[src/shared/uhs_pkg.sv]
// Constants and carrier types for the host-bus and serial-pin UART block
// Notes on behaviour
// - Read strobe falling edge fetches the addressed register and drives it out.
// - Write strobe falling edge starts a write; rising edge loads the byte.
// - Bus transactions are answered only while chip select is low.
// - Interrupt is active high, driven when modem control bit 3 set, else floated.
// - Standard mode: transmit output high in reset and when idle.
// - Modem control bit 6 selects infrared path; inactive serial level is low.
// - Clear-to-send is a plain input or gates the transmitter automatically.
// - Terminal-ready output and modem inputs are active low, usable as plain bits.
// - Reset returns every register and output to its default state.
// - During reset transmit stays high and receive input is ignored.
// - Power-save input isolates the host bus from the block.
// - Three address bits select one internal register per transaction.
// - Eight-bit data bus is driven only during reads.
// - Bus transactions are timed by chip select and strobes only; this logic samples them on ref_clk.
`default_nettype none
package uhs_pkg;
    localparam int          CLK_MHZ        = 100;
    localparam int          RST_MIN_NS     = 40;
    localparam int          RST_MIN_CYC    = (RST_MIN_NS * CLK_MHZ + 999) / 1000;
    localparam int          BIT_CYC        = 16;
    localparam int          FIFO_DEPTH     = 8;
    localparam int          DATA_W         = 8;
    localparam logic [2:0]  ADDR_DATA      = 3'h0;
    localparam logic [2:0]  ADDR_IER       = 3'h1;
    localparam logic [2:0]  ADDR_EFR       = 3'h2;
    localparam logic [2:0]  ADDR_LCR       = 3'h3;
    localparam logic [2:0]  ADDR_MCR       = 3'h4;
    localparam logic [2:0]  ADDR_LSR       = 3'h5;
    localparam logic [2:0]  ADDR_MSR       = 3'h6;
    localparam logic [2:0]  ADDR_SPR       = 3'h7;
    localparam int          MCR_DTR        = 0;
    localparam int          MCR_RTS        = 1;
    localparam int          MCR_INT_OE     = 3;
    localparam int          MCR_IR         = 6;
    localparam int          EFR_AUTO_RTS   = 6;
    localparam int          EFR_AUTO_CTS   = 7;
    localparam int          IER_RX         = 0;
    localparam int          IER_TX         = 1;
    localparam int          IER_RTS        = 6;
    localparam int          IER_CTS        = 7;
    localparam int          LSR_DR         = 0;
    localparam int          LSR_OE         = 1;
    localparam int          LSR_THR_FULL   = 4;
    localparam int          LSR_THRE       = 5;
    localparam int          LSR_TEMT       = 6;
    localparam int          MSR_CTS        = 4;
    localparam logic [7:0]  REG_RST        = 8'h00;

    typedef struct packed {
        logic       cs_n;
        logic       rd_n;
        logic       wr_n;
        logic       iso;
        logic [2:0] addr;
        logic [7:0] data;
    } uhs_bus_t;

    typedef struct packed {
        logic rx;
        logic cts_n;
        logic dsr_n;
        logic cd_n;
        logic ri_n;
    } uhs_pins_t;
endpackage : uhs_pkg
`default_nettype wire

[src/design/uhs_top.sv]
// Host strobe bus, modem pins and serial lines of a single UART channel
`default_nettype none
module uhs_top (
    input  wire logic       ref_clk,
    input  wire logic       nrst,
    input  wire logic       cs_n,
    input  wire logic       read_strobe_n,
    input  wire logic       write_strobe_n,
    input  wire logic [2:0] reg_addr,
    input  wire logic [7:0] host_data_bus_in,
    output logic      [7:0] host_data_bus_out,
    output logic            host_data_bus_oe_n,
    input  wire logic       bus_isolate_in,
    output logic            int_out,
    output logic            int_oe_n,
    output logic            tx_out,
    input  wire logic       rx_in,
    output logic            rts_n,
    input  wire logic       cts_n,
    output logic            dtr_n,
    input  wire logic       dsr_n,
    input  wire logic       carrier_detect_n,
    input  wire logic       ring_indicator_n,
    output logic            thr_ready
);
    typedef enum logic [1:0] {TX_IDLE, TX_START, TX_DATA, TX_STOP} uhs_tx_t;
    typedef enum logic [1:0] {RX_IDLE, RX_START, RX_DATA, RX_STOP} uhs_rx_t;

    uhs_pkg::uhs_bus_t  bus_meta_r;
    uhs_pkg::uhs_bus_t  bus_s_r;
    uhs_pkg::uhs_bus_t  bus_cur;
    uhs_pkg::uhs_pins_t pin_meta_r;
    uhs_pkg::uhs_pins_t pin_s_r;
    logic               rd_prev_r;
    logic               wr_prev_r;
    logic               wr_armed_r;
    logic               rd_fall;
    logic               rd_rise;
    logic               wr_fall;
    logic               wr_rise;
    logic               bus_ok;
    logic               do_write;
    logic               rhr_read;

    logic [7:0] ier_r;
    logic [7:0] efr_r;
    logic [7:0] lcr_r;
    logic [7:0] mcr_r;
    logic [7:0] spr_r;
    logic [7:0] rhr_r;
    logic       rx_ready_r;
    logic       overrun_r;

    logic       fifo_in_valid;
    logic       fifo_in_ready;
    logic       fifo_out_valid;
    logic       fifo_out_ready;
    logic [7:0] fifo_out_data;

    uhs_tx_t    tx_state_r;
    logic [7:0] tx_shift_r;
    logic [2:0] tx_bit_r;
    logic [4:0] tx_cnt_r;
    logic       tx_level;
    uhs_rx_t    rx_state_r;
    logic [7:0] rx_shift_r;
    logic [2:0] rx_bit_r;
    logic [4:0] rx_cnt_r;
    logic       rx_bit;
    logic       cts_block;

    localparam logic [4:0] BIT_LAST  = 5'(uhs_pkg::BIT_CYC - 1);
    localparam logic [4:0] BIT_HALF  = 5'(uhs_pkg::BIT_CYC / 2 - 1);

    // Every input except ref_clk and nrst passes two flops; nothing reads the first stage
    assign bus_cur = '{cs_n: cs_n, rd_n: read_strobe_n, wr_n: write_strobe_n,
                       iso: bus_isolate_in, addr: reg_addr,
                       data: host_data_bus_in};

    always_ff @(posedge ref_clk) begin
        if (!nrst) begin
            bus_meta_r <= '{cs_n: 1'b1, rd_n: 1'b1, wr_n: 1'b1, default: '0};
            bus_s_r    <= '{cs_n: 1'b1, rd_n: 1'b1, wr_n: 1'b1, default: '0};
            pin_meta_r <= '1;
            pin_s_r    <= '1;
            rd_prev_r  <= 1'b1;
            wr_prev_r  <= 1'b1;
        end else begin
            bus_meta_r <= bus_cur;
            bus_s_r    <= bus_meta_r;
            pin_meta_r <= '{rx: rx_in, cts_n: cts_n, dsr_n: dsr_n,
                            cd_n: carrier_detect_n, ri_n: ring_indicator_n};
            pin_s_r    <= pin_meta_r;
            rd_prev_r  <= bus_s_r.rd_n;
            wr_prev_r  <= bus_s_r.wr_n;
        end
    end

    // Clock-free timing is impossible in this logic; strobes are sampled
    assign bus_ok  = !bus_s_r.cs_n && !bus_s_r.iso;
    assign rd_fall = rd_prev_r && !bus_s_r.rd_n;
    assign rd_rise = !rd_prev_r && bus_s_r.rd_n;
    assign wr_fall = wr_prev_r && !bus_s_r.wr_n;
    assign wr_rise = !wr_prev_r && bus_s_r.wr_n;
    assign do_write = wr_rise && wr_armed_r && bus_ok;
    assign rhr_read = rd_fall && bus_ok && bus_s_r.addr == uhs_pkg::ADDR_DATA;

    always_ff @(posedge ref_clk) begin
        if (!nrst) begin
            wr_armed_r <= 1'b0;
        end else if (wr_fall) begin
            wr_armed_r <= bus_ok;
        end else if (wr_rise) begin
            wr_armed_r <= 1'b0;
        end
    end

    // Read data is frozen at the falling edge so the host sees a stable byte
    always_ff @(posedge ref_clk) begin
        if (!nrst) begin
            host_data_bus_out  <= uhs_pkg::REG_RST;
            host_data_bus_oe_n <= 1'b1;
        end else if (rd_fall && bus_ok) begin
            host_data_bus_oe_n <= 1'b0;
            case (bus_s_r.addr)
                uhs_pkg::ADDR_DATA: host_data_bus_out <= rhr_r;
                uhs_pkg::ADDR_IER:  host_data_bus_out <= ier_r;
                uhs_pkg::ADDR_EFR:  host_data_bus_out <= efr_r;
                uhs_pkg::ADDR_LCR:  host_data_bus_out <= lcr_r;
                uhs_pkg::ADDR_MCR:  host_data_bus_out <= mcr_r;
                uhs_pkg::ADDR_LSR:  host_data_bus_out <= {1'b0,
                    tx_state_r == TX_IDLE && !fifo_out_valid,
                    !fifo_out_valid, !fifo_in_ready, 2'b00,
                    overrun_r, rx_ready_r};
                uhs_pkg::ADDR_MSR:  host_data_bus_out <= {~pin_s_r.cd_n,
                    ~pin_s_r.ri_n, ~pin_s_r.dsr_n, ~pin_s_r.cts_n, 4'h0};
                default:            host_data_bus_out <= spr_r;
            endcase
        end else if (rd_rise || bus_s_r.cs_n || bus_s_r.iso) begin
            host_data_bus_oe_n <= 1'b1;
        end
    end

    always_ff @(posedge ref_clk) begin
        if (!nrst) begin
            ier_r <= uhs_pkg::REG_RST;
            efr_r <= uhs_pkg::REG_RST;
            lcr_r <= uhs_pkg::REG_RST;
            mcr_r <= uhs_pkg::REG_RST;
            spr_r <= uhs_pkg::REG_RST;
        end else if (do_write) begin
            case (bus_s_r.addr)
                uhs_pkg::ADDR_IER: ier_r <= bus_s_r.data;
                uhs_pkg::ADDR_EFR: efr_r <= bus_s_r.data;
                uhs_pkg::ADDR_LCR: lcr_r <= bus_s_r.data;
                uhs_pkg::ADDR_MCR: mcr_r <= bus_s_r.data;
                uhs_pkg::ADDR_SPR: spr_r <= bus_s_r.data;
                default: ;
            endcase
        end
    end

    // A write to a full holding FIFO is dropped and flagged as overrun
    assign fifo_in_valid = do_write && bus_s_r.addr == uhs_pkg::ADDR_DATA;

    uhs_fifo #(
        .WIDTH (uhs_pkg::DATA_W),
        .DEPTH (uhs_pkg::FIFO_DEPTH)
    ) u_tx_fifo (
        .ref_clk   (ref_clk),
        .nrst      (nrst),
        .in_valid  (fifo_in_valid),
        .in_ready  (fifo_in_ready),
        .in_data   (bus_s_r.data),
        .out_valid (fifo_out_valid),
        .out_ready (fifo_out_ready),
        .out_data  (fifo_out_data)
    );

    assign cts_block = efr_r[uhs_pkg::EFR_AUTO_CTS]
                       && pin_s_r.cts_n;
    assign fifo_out_ready = tx_state_r == TX_IDLE && !cts_block;

    always_ff @(posedge ref_clk) begin
        if (!nrst) begin
            tx_state_r <= TX_IDLE;
            tx_shift_r <= '0;
            tx_bit_r   <= '0;
            tx_cnt_r   <= '0;
        end else begin
            tx_cnt_r <= (tx_cnt_r == BIT_LAST) ? 5'h00 : 5'(tx_cnt_r + 1'b1);
            case (tx_state_r)
                TX_IDLE: begin
                    tx_cnt_r <= '0;
                    if (fifo_out_valid && !cts_block) begin
                        tx_shift_r <= fifo_out_data;
                        tx_state_r <= TX_START;
                    end
                end
                TX_START: begin
                    if (tx_cnt_r == BIT_LAST) begin
                        tx_state_r <= TX_DATA;
                        tx_bit_r   <= '0;
                    end
                end
                TX_DATA: begin
                    if (tx_cnt_r == BIT_LAST) begin
                        tx_shift_r <= {1'b0, tx_shift_r[7:1]};
                        tx_bit_r   <= 3'(tx_bit_r + 1'b1);
                        if (tx_bit_r == 3'h7) begin
                            tx_state_r <= TX_STOP;
                        end
                    end
                end
                TX_STOP: begin
                    if (tx_cnt_r == BIT_LAST) begin
                        tx_state_r <= TX_IDLE;
                    end
                end
                default: tx_state_r <= TX_IDLE;
            endcase
        end
    end

    // Infrared path inverts the line so the inactive level is low
    always_comb begin
        case (tx_state_r)
            TX_START: tx_level = 1'b0;
            TX_DATA:  tx_level = tx_shift_r[0];
            default:  tx_level = 1'b1;
        endcase
    end

    always_ff @(posedge ref_clk) begin
        if (!nrst) begin
            tx_out <= 1'b1;
        end else begin
            tx_out <= mcr_r[uhs_pkg::MCR_IR] ? ~tx_level : tx_level;
        end
    end

    assign rx_bit = mcr_r[uhs_pkg::MCR_IR] ? ~pin_s_r.rx : pin_s_r.rx;

    always_ff @(posedge ref_clk) begin
        if (!nrst) begin
            rx_state_r <= RX_IDLE;
            rx_shift_r <= '0;
            rx_bit_r   <= '0;
            rx_cnt_r   <= '0;
        end else begin
            rx_cnt_r <= (rx_cnt_r == BIT_LAST) ? 5'h00 : 5'(rx_cnt_r + 1'b1);
            case (rx_state_r)
                RX_IDLE: begin
                    rx_cnt_r <= '0;
                    if (!rx_bit) begin
                        rx_state_r <= RX_START;
                    end
                end
                RX_START: begin
                    if (rx_cnt_r == BIT_HALF) begin
                        rx_cnt_r   <= '0;
                        rx_bit_r   <= '0;
                        rx_state_r <= rx_bit ? RX_IDLE : RX_DATA;
                    end
                end
                RX_DATA: begin
                    if (rx_cnt_r == BIT_LAST) begin
                        rx_shift_r <= {rx_bit, rx_shift_r[7:1]};
                        rx_bit_r   <= 3'(rx_bit_r + 1'b1);
                        if (rx_bit_r == 3'h7) begin
                            rx_state_r <= RX_STOP;
                        end
                    end
                end
                RX_STOP: begin
                    if (rx_cnt_r == BIT_LAST) begin
                        rx_state_r <= RX_IDLE;
                    end
                end
                default: rx_state_r <= RX_IDLE;
            endcase
        end
    end

    // New byte beats a simultaneous host read so no event is lost
    always_ff @(posedge ref_clk) begin
        if (!nrst) begin
            rhr_r      <= uhs_pkg::REG_RST;
            rx_ready_r <= 1'b0;
            overrun_r  <= 1'b0;
        end else begin
            if (rhr_read) begin
                rx_ready_r <= 1'b0;
            end
            if (rd_fall && bus_ok && bus_s_r.addr == uhs_pkg::ADDR_LSR) begin
                overrun_r <= 1'b0;
            end
            if (fifo_in_valid && !fifo_in_ready) begin
                overrun_r <= 1'b1;
            end
            if (rx_state_r == RX_STOP && rx_cnt_r == BIT_LAST && rx_bit) begin
                rhr_r      <= rx_shift_r;
                rx_ready_r <= 1'b1;
            end
        end
    end

    always_ff @(posedge ref_clk) begin
        if (!nrst) begin
            int_out   <= 1'b0;
            int_oe_n  <= 1'b1;
            rts_n     <= 1'b1;
            dtr_n     <= 1'b1;
            thr_ready <= 1'b0;
        end else begin
            int_out   <= (ier_r[uhs_pkg::IER_RX] && rx_ready_r) ||
                         (ier_r[uhs_pkg::IER_TX] && !fifo_out_valid);
            int_oe_n  <= ~mcr_r[uhs_pkg::MCR_INT_OE];
            // Auto request drops while an unread byte waits
            rts_n     <= ~(mcr_r[uhs_pkg::MCR_RTS] &&
                           !(efr_r[uhs_pkg::EFR_AUTO_RTS] && rx_ready_r));
            dtr_n     <= ~mcr_r[uhs_pkg::MCR_DTR];
            thr_ready <= fifo_in_ready;
        end
    end
endmodule // uhs_top
`default_nettype wire

[src/design/uhs_fifo.sv]
// Small FIFO with registered read data, valid and ready on both sides
`default_nettype none
module uhs_fifo #(
    parameter int WIDTH = 8,
    parameter int DEPTH = 8
) (
    input  wire logic             ref_clk,
    input  wire logic             nrst,
    input  wire logic             in_valid,
    output logic                  in_ready,
    input  wire logic [WIDTH-1:0] in_data,
    output logic                  out_valid,
    input  wire logic             out_ready,
    output logic      [WIDTH-1:0] out_data
);
    localparam int AW = $clog2(DEPTH);

    logic [WIDTH-1:0] mem [DEPTH];
    logic [AW-1:0]    wr_ptr_r;
    logic [AW-1:0]    rd_ptr_r;
    logic [AW:0]      count_r;
    logic             push;
    logic             pop;

    // Output register holds one of the words, so at most DEPTH are kept
    assign in_ready = (AW+1)'(count_r + (AW+1)'(out_valid))
                      != (AW+1)'(DEPTH);
    assign push     = in_valid && in_ready;
    // Output register refills whenever a word is stored and it is empty or being taken
    assign pop      = (count_r != '0) && (!out_valid || out_ready);

    always_ff @(posedge ref_clk) begin
        if (push) begin
            mem[wr_ptr_r] <= in_data;
        end
    end

    always_ff @(posedge ref_clk) begin
        if (!nrst) begin
            wr_ptr_r <= '0;
            rd_ptr_r <= '0;
            count_r  <= '0;
        end else begin
            if (push) begin
                wr_ptr_r <= AW'(wr_ptr_r + 1'b1);
            end
            if (pop) begin
                rd_ptr_r <= AW'(rd_ptr_r + 1'b1);
            end
            count_r <= (AW+1)'(count_r + push - pop);
        end
    end

    always_ff @(posedge ref_clk) begin
        if (!nrst) begin
            out_valid <= 1'b0;
            out_data  <= '0;
        end else if (pop) begin
            out_valid <= 1'b1;
            out_data  <= mem[rd_ptr_r];
        end else if (out_ready) begin
            out_valid <= 1'b0;
        end
    end
endmodule // uhs_fifo
`default_nettype wire

[config.mk]
export PLATFORM = sky130hd
export DESIGN_NAME = uhs_top
export DESIGN_NICKNAME = d
export VERILOG_FILES = /design/src/shared/uhs_pkg.sv /design/src/design/uhs_top.sv /design/src/design/uhs_fifo.sv
export SDC_FILE = /design/constraint.sdc
export NUM_CORES = 1
export LEC_CHECK = 0
export BUFFER_PORTS_ARGS = -buffer_cell sky130_fd_sc_hd__buf_2
export CAP_MARGIN = 0
export CORE_UTILIZATION = 40
export CTS_CLUSTER_DIAMETER = 150
export DETAILED_ROUTE_END_ITERATION = 8
export PLACE_DENSITY = 0.69
export SYNTH_ARGS = -nofsm -noshare
export SYNTH_HDL_FRONTEND = slang
export SYNTH_SLANG_ARGS = --single-unit
[constraint.sdc]
create_clock -name ref_clk -period 2.5 [get_ports ref_clk]
set_input_delay 0.5 -clock ref_clk [delete_from_list [all_inputs] [get_ports ref_clk]]
set_output_delay 0.5 -clock ref_clk [all_outputs]
set_load 0.02 [all_outputs]
Yosys cells after proc, flatten, opt, wreduce, memory -nomap -nowiden. Memory sizes are Yosys's and may differ from the RTL's. A register that Yosys moved wholly into a read port is not among the register bits. Cells that the tools add are included.

Add/sub/neg operators: 9. Multipliers: 0. Div/mod/pow operators: 0. Magnitude comparators: 0. Equal/unequal tests: 29. Shift operators: 0. Multiplexer cells: 41. Bitwise operators: 10. Reduce and logical (&&, ||, !) cells: 63.

Operators by type and width (count): $pmux 8 s7 (1); $logic_and 1x1->1 (24); $mux 2 (11); $eq 3x3->1 const B (6); $ne 2x2->1 const B (9); $mux 8 (2); $pmux 2 s4 (2); $pmux 8 s2 (1); $reduce_bool 2->1 (8); $mux 1 (14); $add 3x1->3 const B (4); $mux 3 (4); $pmux 3 s2 (2); $reduce_and 2->1 (6); $logic_not 1->1 (11); $add 5x1->5 const B (2); $eq 5x4->1 const B (2); $mux 5 (2); $not 1->1 (10); $pmux 5 s2 (1); $reduce_and 5->1 (2); $reduce_and 3->1 (3); $add 4x1->4 (2); $eq 2x2->1 const B (4); 13 further kinds (19).

Bits in registers: 155. Latch bits: 0. Bits in writable memories: 64. Memory bits (read-only): 0. Input port bits: 22. Output and inout bits: 15. Word-level logic and storage cells: 206. Memories: 1.

Memory list: u_tx_fifo.mem (words 8, bits a word 8, read ports 1, clocked after Yosys merged registers in 1, wr ports 1, line uhs_fifo.sv:18) `logic [WIDTH-1:0] mem [DEPTH];`.

Longest topological paths before layout. Gate-level depths: netlist of run 1.

Depth after elaboration: 8. Gate-level depth with buffers: 13. Mapped depth without buffers: 11.

Hierarchy. Synthesis of run 1 repeated with hierarchy kept, for this count alone.

Cells, all modules: 764. Area total of the unflattened synthesis: 9178.8 um^2.

Modules (own cells, without submodules): uhs_top (instances 1, cells each 569, area each 5795.6 um^2, sequential area each 2882.8 um^2); uhs_fifo (instances 1, cells each 195, area each 3383.2 um^2, sequential area each 2302.2 um^2).

Worst setup path before layout of run 1. Ideal clock, no wire load.

Path kind: reg-to-reg. From: register tx_state_r[0]. To: register u_tx_fifo.count_r[1]. Setup time: 0.115 ns. Data arrival time: 2.453 ns. Required time: 2.385 ns. Setup slack: -0.068 ns. Stages on the path, launching flop included: 12. Buffers on the path: 2. Clock period less this slack: 2.568 ns. Cell sequence: dfxtp_1 > inv_1 > ha_1 > buf_2 > a21bo_2 > a21oi_2 > buf_2 > ha_1 > inv_1 > ha_1 > fa_1 > and2_1.

Cells in the longest elaborated chain, start to end: 5.

Ends and longest elaborated chain: from (decl) (line uhs_top.sv:60) `uhs_tx_t tx_state_r;`; from (signal assigned) (line uhs_top.sv:186) `tx_state_r <= TX_IDLE;`; from (signal assigned) (line uhs_top.sv:197) `tx_state_r <= TX_START;`; from (signal assigned) (line uhs_top.sv:202) `tx_state_r <= TX_DATA;`; $logic_not 2->1 (line uhs_top.sv:182) `assign fifo_out_ready = tx_state_r == TX_IDLE && !cts_block;`; $logic_and 1x1->1 (line uhs_top.sv:182); $logic_or 1x1->1 (line uhs_fifo.sv:30) `assign pop = (count_r != '0) && (!out_valid || out_ready);`; $logic_and 1x1->1 (line uhs_fifo.sv:30); net u_tx_fifo.pop (line uhs_fifo.sv:23) `logic pop;`; $sub 4x1->4 (line uhs_fifo.sv:50) `count_r <= (AW+1)'(count_r + push - pop);`; to (signal assigned) (line uhs_fifo.sv:50); to (decl) (line uhs_fifo.sv:21) `logic [AW:0] count_r;`.

The timed path passes the listed nets, and every way through them passes these cells. A chain may end at the register's enable or synchronous reset.

Worst setup path after layout of run 1.
From: register u_tx_fifo.count_r[0]. To: register u_tx_fifo.count_r[2].

Cells in the longest elaborated chain, start to end: 5. Elaborated cells between the ends (all ways): 7. Those cells by class: 3 x add/sub; 1 x eq/ne; 3 x reduce/logical.

Ends and longest elaborated chain: $add 4x1->4 (line uhs_fifo.sv:26) `assign in_ready = (AW+1)'(count_r + (AW+1)'(out_valid))`; $ne 4x4->1 (line uhs_fifo.sv:27) `!= (AW+1)'(DEPTH);`; $logic_and 1x1->1 (line uhs_fifo.sv:28) `assign push = in_valid && in_ready;`; net u_tx_fifo.push (line uhs_fifo.sv:22) `logic push;`; $add 4x1->4 (line uhs_fifo.sv:50); $sub 4x1->4 (line uhs_fifo.sv:50).

The timed path passes the listed nets, and every way through them passes these cells.

==> results by group, run 1 <==
Routing
  – Wire per inst: 16.18 um
  – Vias: 5671
  – Residual DRC count: 1
  – 1st-pass router iterations: 8
  – Drt total wl: 18080 um
  – Via-to-Cell Ratio: 5.077
  – Antenna Nets Post-Route: 0
  – Starting DRC count in detailed routing: 333

Placed design
  – Dpl cells: 1071
  – Port bufs: 36
  – Post-DP HPWL: 12090 um
  – Dpl ws: 0.1304 ns
  – RePlAce Congestion: 0.7815

GRT
  – Initial antenna violation count: 0
  – GRT Overall Usage: 0.1578
  – Vias in the first global route: 5628
  – Largest net degree at the start of global routing: 43
  – Grt ovf: 0
  – Global-route wire length before repair: 29470 um

Floorplanning
  – IO Count: 37
  – Starting density of the core: 0.4118
  – Chip width: 152.6 um
  – # rows: 54
  – Die H: 152.6 um
  – Die Footprint: 0.02328 mm^2
  – Core area: 0.02203 mm^2

Final layout
  – Cell Count, Final, Fillers Out: 1117
  – Synth-to-Final Area Change: 16.07%
  – N_diodes: 0
  – Layout Nets: 865
  – Commonest non-fill, non-tap cell in the layout: dfxtp_1
  – Commonest non-fill, non-tap cells in the layout: dfxtp_1, nor2_1, mux2i_1, edfxtp_1, buf_2
  – Share of cells above drive strength 1: 0.1852

Synthesis
  – Post-synth EDFFs: 64
  – Synth unique cells: 71
  – Synthesis-stage register bit count: 227
  – YS warnings: 0
  – Mapped Avg Cell Area: 11.89 um^2
  – Sequential fraction of the synthesis area: 0.5717
  – Post-synth net total: 809
  – Syn Inst Count: 763
  – Post-synth ARST share: 0
  – Ys flop type: dfxtp_1
  – Synthesized cell area: 0.009070 mm^2

STA
  – Final hold violation count: 0
  – Highest clock rate: 0.4349 GHz
  – Final period util: 0.9198
  – Clk_skew: 0.006902 ns
  – RSZ-0062 raised after global routing: no
  – Setup ws final: 0.2004 ns
  – Final setup TNS: 0 ns
  – Max-slew violations: 0
  – Endpoints failing setup: 0
  – Worst Max-Slew Pin Slew: 0.5971 ns
  – Tmin final: 2.300 ns
  – Rel. slew slack: 0.6014

Clocking
  – CTS Buf Count: 25
  – Worst skew pair latency: 0.51 ns
  – Root Driver: clkbuf_16
  – Clk slew on worst S/H paths: 0.06 ns
  – CTS Sinks: 227
  – CTS tree: done
  – Clk buf depth: 3
  – H-Tree Depth: 1

Hold path
  – Worst hold start: rx_in
  – Hold endpoint: pin_meta_r[4]
  – Worst min path class: in -> reg
  – Hold depth: 2

Critical path
  – Kind of critical path: reg -> reg
  – Flop2flop setup slack: 0.20 ns
  – Reg-to-reg critical path startpoint: u_tx_fifo.count_r[0]
  – Setup crit end kind: flop
  – Reg-to-reg endpoint: u_tx_fifo.count_r[2]
  – CP max FO: 5
  – Worst R2R Path Depth: 10
  – CP startpoint kind: flop
  – Data required, critical path: 2.89 ns
  – Crit path DAT: 2.69 ns

Status
  – Status: finished, violations left
  – Failing checks: DRC

Power and ir drop
  – LEAKAGE: 3.993 nW
  – PD cells: 889.5 mW/mm^2
  – Peak VDD IR: 0.4041 mV

Job
  – Max-Cap Viols: 0
-- kinds of logic after synthesis --
kind of cell / after synthesis / synth area share
flip-flops: 227 / 0.5717
AO/OA/AOI/OAI: 99 / 0.07436
adder cells (fa/ha/maj): 25 / 0.03504
AND/OR/NAND/NOR: 237 / 0.1371
buffers and inverters: 62 / 0.02952
multiplexers: 101 / 0.1407
XOR/XNOR: 12 / 0.01159
-- power breakdown --
part	switching (W)	leakage [nW]	internal [W]
combinational	0.000858	1.66	0.000738
sequential	0.000145	1.92	0.00398
clock	0.00142	0.414	0.00221
total	0.00243	3.99	0.00694
-- routing by layer --
layer  share of wire  track usage  wire [um]
met3           0.040      0.02474        716
met2            0.46       0.2538       8235
met5               0            0          0
met1            0.48       0.2197       8767
met4           0.020      0.04618        359
-- worst max path at each step --
stage                               startpoint                   end  slack [ns]  cells after the start
after CTS                 u_tx_fifo.count_r[0]  u_tx_fifo.count_r[2]        0.12                     10
after floorplan                  tx_state_r[0]  u_tx_fifo.count_r[1]        0.04                     11
after global placement     u_tx_fifo.out_valid  u_tx_fifo.count_r[2]        0.22                     10
after detailed placement   u_tx_fifo.out_valid  u_tx_fifo.count_r[2]        0.13                     10
final                     u_tx_fifo.count_r[0]  u_tx_fifo.count_r[2]        0.20                     10
after global routing       u_tx_fifo.out_valid  u_tx_fifo.count_r[2]        0.04                     10
-- registers in the layout, summed over array words and instances, names as in the netlist, 2 cells and up, named ones only --
| name | count |
|---|---|
| pin_s_r | 5 |
| tx_shift_r | 8 |
| rx_bit_r | 3 |
| bus_s_r | 15 |
| efr_r | 8 |
| rhr_r | 8 |
| pin_meta_r | 5 |
| tx_state_r | 2 |
| tx_bit_r | 3 |
| u_tx_fifo.mem | 64 |
| mcr_r | 8 |
| ier_r | 8 |
| host_data_bus_out | 8 |
| bus_meta_r | 15 |
| u_tx_fifo.wr_ptr_r | 3 |
| u_tx_fifo.rd_ptr_r | 3 |
| rx_cnt_r | 5 |
| lcr_r | 8 |
| tx_cnt_r | 5 |
| u_tx_fifo.out_data | 8 |
| u_tx_fifo.count_r | 4 |
| rx_shift_r | 8 |
| spr_r | 8 |
-- Yosys cell counts, types with 3 or more instances --
library cell | instances | area, um^2
and3_1 | 3 | 18.77
nor3_1 | 6 | 30.03
a22oi_1 | 6 | 45.04
a21oi_1 | 25 | 125.1
a211oi_1 | 11 | 82.58
nand2_1 | 21 | 78.83
nor3b_1 | 3 | 22.52
edfxtp_1 | 64 | 1922
and2_1 | 28 | 175.2
nand2b_1 | 27 | 168.9
xor2_1 | 4 | 35.03
nor2_1 | 103 | 386.6
o221ai_1 | 3 | 26.28
buf_2 | 16 | 80.08
nor2b_1 | 8 | 50.05
o21ai_0 | 21 | 105.1
nor4b_1 | 3 | 26.28
o211a_1 | 3 | 30.03
o211ai_1 | 3 | 22.52
nand3b_1 | 4 | 30.03
inv_1 | 20 | 75.07
nand3_1 | 12 | 60.06
xnor2_1 | 8 | 70.07
mux2_2 | 3 | 33.78
buf_1 | 7 | 26.28
clkbuf_1 | 16 | 60.06
dfxtp_1 | 163 | 3263
mux4_1 | 3 | 78.83
mux2i_1 | 78 | 780.8
ha_1 | 23 | 287.8
mux4_2 | 17 | 382.9
-- worst max-delay path, stage by stage (launching register included) --
cell and delay (ns):
dfxtp_1 0.32, ha_1 0.20, ha_1 0.28, nor2_1 0.15
o211ai_1 0.19, nand2_2 0.15, inv_1 0.06, ha_1 0.22
fa_1 0.38, xnor2_1 0.17, nor2_1 0.05
-- through the flow --
step | total power (W) | utilization | cell area (um^2) | hold WS, ns
floorplan | 0.005415 | - | 9080 | 0.3682
global placement | 0.005762 | 0.4396 | 9683 | 0.3911
detailed placement | 0.005811 | 0.4396 | 9683 | 0.3921
CTS | 0.009446 | 0.4775 | 10520 | 0.1577
global route | 0.009830 | 0.4780 | 10530 | 0.1641
finish | 0.009364 | 0.4780 | 10530 | 0.1719
-- what timing repair did --
item,in CTS,in global routing
endpoints found under the setup margin,0,3
resized for setup,0,1
setup buffers,0,1
hold buffers,0,0
-- cell type report --
| cell class | instances | area (um^2) |
|---|---|---|
| clock buffer | 33 | 715.7 |
| clock inverter | 12 | 118.9 |
| fill | 1964 | 11500 |
| inverter | 20 | 75.07 |
| multi-input combinational | 474 | 3640 |
| sequential | 227 | 5185 |
| tap | 280 | 350.3 |
| timing repair buffer | 71 | 442.9 |
Power figures use the tool's default switching activity.
==> run 2: changes to the inputs <==
--- a/config.mk
+++ b/config.mk
@@ -10,7 +10,9 @@
 export CORE_UTILIZATION = 40
 export CTS_CLUSTER_DIAMETER = 150
 export DETAILED_ROUTE_END_ITERATION = 8
+export MAX_ROUTING_LAYER = met4
 export PLACE_DENSITY = 0.69
+export RECOVER_POWER = 100
 export SYNTH_ARGS = -nofsm -noshare
 export SYNTH_HDL_FRONTEND = slang
 export SYNTH_SLANG_ARGS = --single-unit
==> results by group, run 2 (synthesis results as in run 1) <==
GRT
  – GRT Overall Usage: 0.1627 (+0.004880)
  – Met1 usage: 0.2199 (about the same)
  – Initial antenna violation count: 0 (unchanged)
  – Grt ovf: 0 (unchanged)
  – Met3 GRT Util: 0.02418 (-0.0005688)
  – Vias in the first global route: 5628 (unchanged)
  – Largest net degree at the start of global routing: 43 (unchanged)
  – Global-route wire length before repair: 29490 um (about the same)
  – GR peak layer: met2
  – Grt met2 use: 0.2540 (about the same)

Routing
  – 1st-pass router iterations: 9 (+1)
  – Residual DRC count: 1 (unchanged)
  – Wire per inst: 16.28 um (+0.58%)
  – Vias: 5693 (+0.39%)
  – Starting DRC count in detailed routing: 386 (+16%)
  – Via-to-Cell Ratio: 5.097 (+0.39%)
  – Drt total wl: 18180 um (+0.58%)
  – Antenna Nets Post-Route: 0 (unchanged)

Critical path
  – Data required, critical path: 2.89 ns (about the same)
  – Worst R2R Path Depth: 10 (unchanged)
  – Reg-to-reg critical path startpoint: u_tx_fifo.count_r[2]
  – Flop2flop setup slack: 0.17 ns (-0.03 ns)
  – CP startpoint kind: flop
  – Cell mode on critical path: ha_1
  – Reg-to-reg endpoint: u_tx_fifo.count_r[1]
  – CP max FO: 3 (-2)
  – Crit-path cells: inv_1 > ha_1 > nor3b_1 > clkbuf_1 > a21oi_1 > ha_1 > inv_1 > ha_1 > fa_1 > and2_1
  – Crit path from: u_tx_fifo.count_r[2]
  – Crit path DAT: 2.72 ns (+0.03 ns)
  – Biggest cell delay along the critical path: 0.41 ns (+0.03 ns)
  – Setup crit end kind: flop
  – Slowest-stage cell, CP: fa_1
  – Kind of critical path: reg -> reg

Hold path
  – Worst min path class: in -> reg
  – Hold depth: 2 (unchanged)
  – Hold endpoint: pin_meta_r[4]
  – Worst hold start: rx_in

Power and ir drop
  – LEAKAGE: 3.874 nW (-3.0%)
  – Sequential fraction of design power: 0.444 (+0.003)
  – Gate power share: 0.165 (-0.005)
  – Psw: 0.002411 W (-0.66%)
  – Cell-internal power: 0.006893 W (-0.64%)
  – Peak VDD IR: 0.4033 mV (-0.20%)
  – Clock power share: 0.391 (+0.002)
  – PD cells: 894.7 mW/mm^2 (+0.59%)
  – Total power: 0.009304 W (-0.64%)
  – Sw frac: 0.2592 (about the same)

Final layout
  – Synth-to-Final Area Change: 14.65%
  – Commonest non-fill, non-tap cells in the layout: dfxtp_1, nor2_1, mux2i_1, edfxtp_1, clkbuf_1
  – Share of cells above drive strength 1: 0.1422 (-0.04301)
  – N_diodes: 0 (unchanged)
  – Regs by FF count: u_tx_fifo.mem x64, bus_meta_r x15, bus_s_r x15
  – Biggest register: u_tx_fifo.mem
  – Layout Nets: 865 (unchanged)
  – Commonest non-fill, non-tap cell in the layout: dfxtp_1
  – Max reg flops: 64 (unchanged)

STA
  – Worst Max-Slew Pin Slew: 1.501 ns (+0.9042 ns)
  – Clk_skew: 0.007560 ns (+0.0006577 ns)
  – RSZ-0062 raised after global routing: no
  – Final setup TNS: 0 ns (unchanged)
  – Max-slew violations: 42 (+42)
  – Final period util: 0.9308 (+0.01100)
  – Highest clock rate: 0.4297 GHz (-1.2%)
  – Endpoints failing setup: 0 (unchanged)
  – Final hold violation count: 0 (unchanged)
  – Rel. slew slack: -0.0009118 (-0.6023)
  – Tmin final: 2.327 ns (+0.02749 ns)

Floorplanning
  – Starting density of the core: 0.4118 (unchanged)
  – Die H: 152.6 um (unchanged)
  – Die Footprint: 0.02328 mm^2 (unchanged)
  – Core area: 0.02203 mm^2 (unchanged)
  – IO Count: 37 (unchanged)
  – # rows: 54 (unchanged)
  – Chip width: 152.6 um (unchanged)

Clocking
  – CTS Sinks: 227 (unchanged)
  – Worst skew pair latency: 0.51 ns (about the same)
  – CTS Buf Count: 25 (unchanged)
  – CTS tree: done
  – Clk buf depth: 3 (unchanged)
  – Cts hold-fix bufs: 0 (unchanged)
  – H-Tree Depth: 1 (unchanged)
  – Clk slew on worst S/H paths: 0.06 ns (about the same)
  – Root Driver: clkbuf_16

Status
  – Status: finished, violations left
  – Failing checks: DRC, capacitance limit, slew limit

Placed design
  – RePlAce Congestion: 0.7924 (+1.4%)
  – Post-DP HPWL: 12090 um (unchanged)
  – Port bufs: 36 (unchanged)

Job
  – Max-Cap Viols: 1 (+1)
==> run 2: cell types whose count changed in the layout (fill, tap and decap cells not counted), sizes merged <==
| cell | change |
|---|---|
| buf | -35 |
| clkbuf | +35 |
==> run 2: what timing repair did <==
item	CTS	global route
gates resized for setup	0	1
buffers inserted	0	1
endpoints found under the setup margin	0	3
==> run 2: how the worst max path moves through the flow <==
stage,end,slack (ns),cells past startpoint
2_1_floorplan,u_tx_fifo.count_r[1],0.04,11
3_3_place_gp,u_tx_fifo.count_r[2],0.22,10
3_5_place_dp,u_tx_fifo.count_r[2],0.13,10
4_1_cts,u_tx_fifo.count_r[2],0.12,10
5_1_grt,u_tx_fifo.count_r[1],0.03,10
6_report,u_tx_fifo.count_r[1],0.17,10
==> run 2: critical path, delay by kind of cell (launching register included) <==
family                     cells  cell delay [ns]
buffers and inverters          3             0.26
adders and majority gates      4             1.07
and+or+nand+nor                2             0.30
AOI/OAI and AO/OA              1             0.23
DFF                            1             0.36
==> run 2: power groups by stage <==
| stage | Clock (W) | Combinational (W) | Sequential [W] |
|---|---|---|---|
| 6_report | 0.00364 | 0.00153 | 0.00413 |
| 5_1_grt | 0.00388 | 0.00174 | 0.00416 |
| 4_1_cts | 0.00371 | 0.00161 | 0.00413 |
| 3_5_place_dp | 0 | 0.00160 | 0.00421 |
| 3_3_place_gp | 0 | 0.00156 | 0.00420 |
| 2_1_floorplan | 0 | 0.00124 | 0.00417 |
==> run 2: area by class of cell <==
class / count / area, um^2
clock inverter: 12 / 118.9
inverter: 20 / 75.07
sequential: 227 / 5185
clock buffer: 33 / 715.7
multi-input combinational: 474 / 3595
tap: 280 / 350.3
fill: 2006 / 11630
timing repair buffer: 71 / 359.1
==> run 2: routing by layer <==
layer	up-vias	part of all wire	wire [um]
met5	-	0	0
met4	0	0.017	310
met3	27	0.034	617
met2	88	0.46	8339
met1	2740	0.49	8914
li1	2838	-	-
==> run 2: per-stage QoR <==
stage               hold WS, ns  instances  cell area [um^2]  utilization  setup slack, ns
floorplan                0.3682        763              9080            -          0.03625
global placement         0.3911       1071              9683       0.4396           0.2217
detailed placement       0.3921       1071              9683       0.4396           0.1304
CTS                      0.1577       1116             10520       0.4775           0.1243
global route             0.1641       1117             10400       0.4721          0.03363
finish                   0.1699       1117             10400       0.4721           0.1729
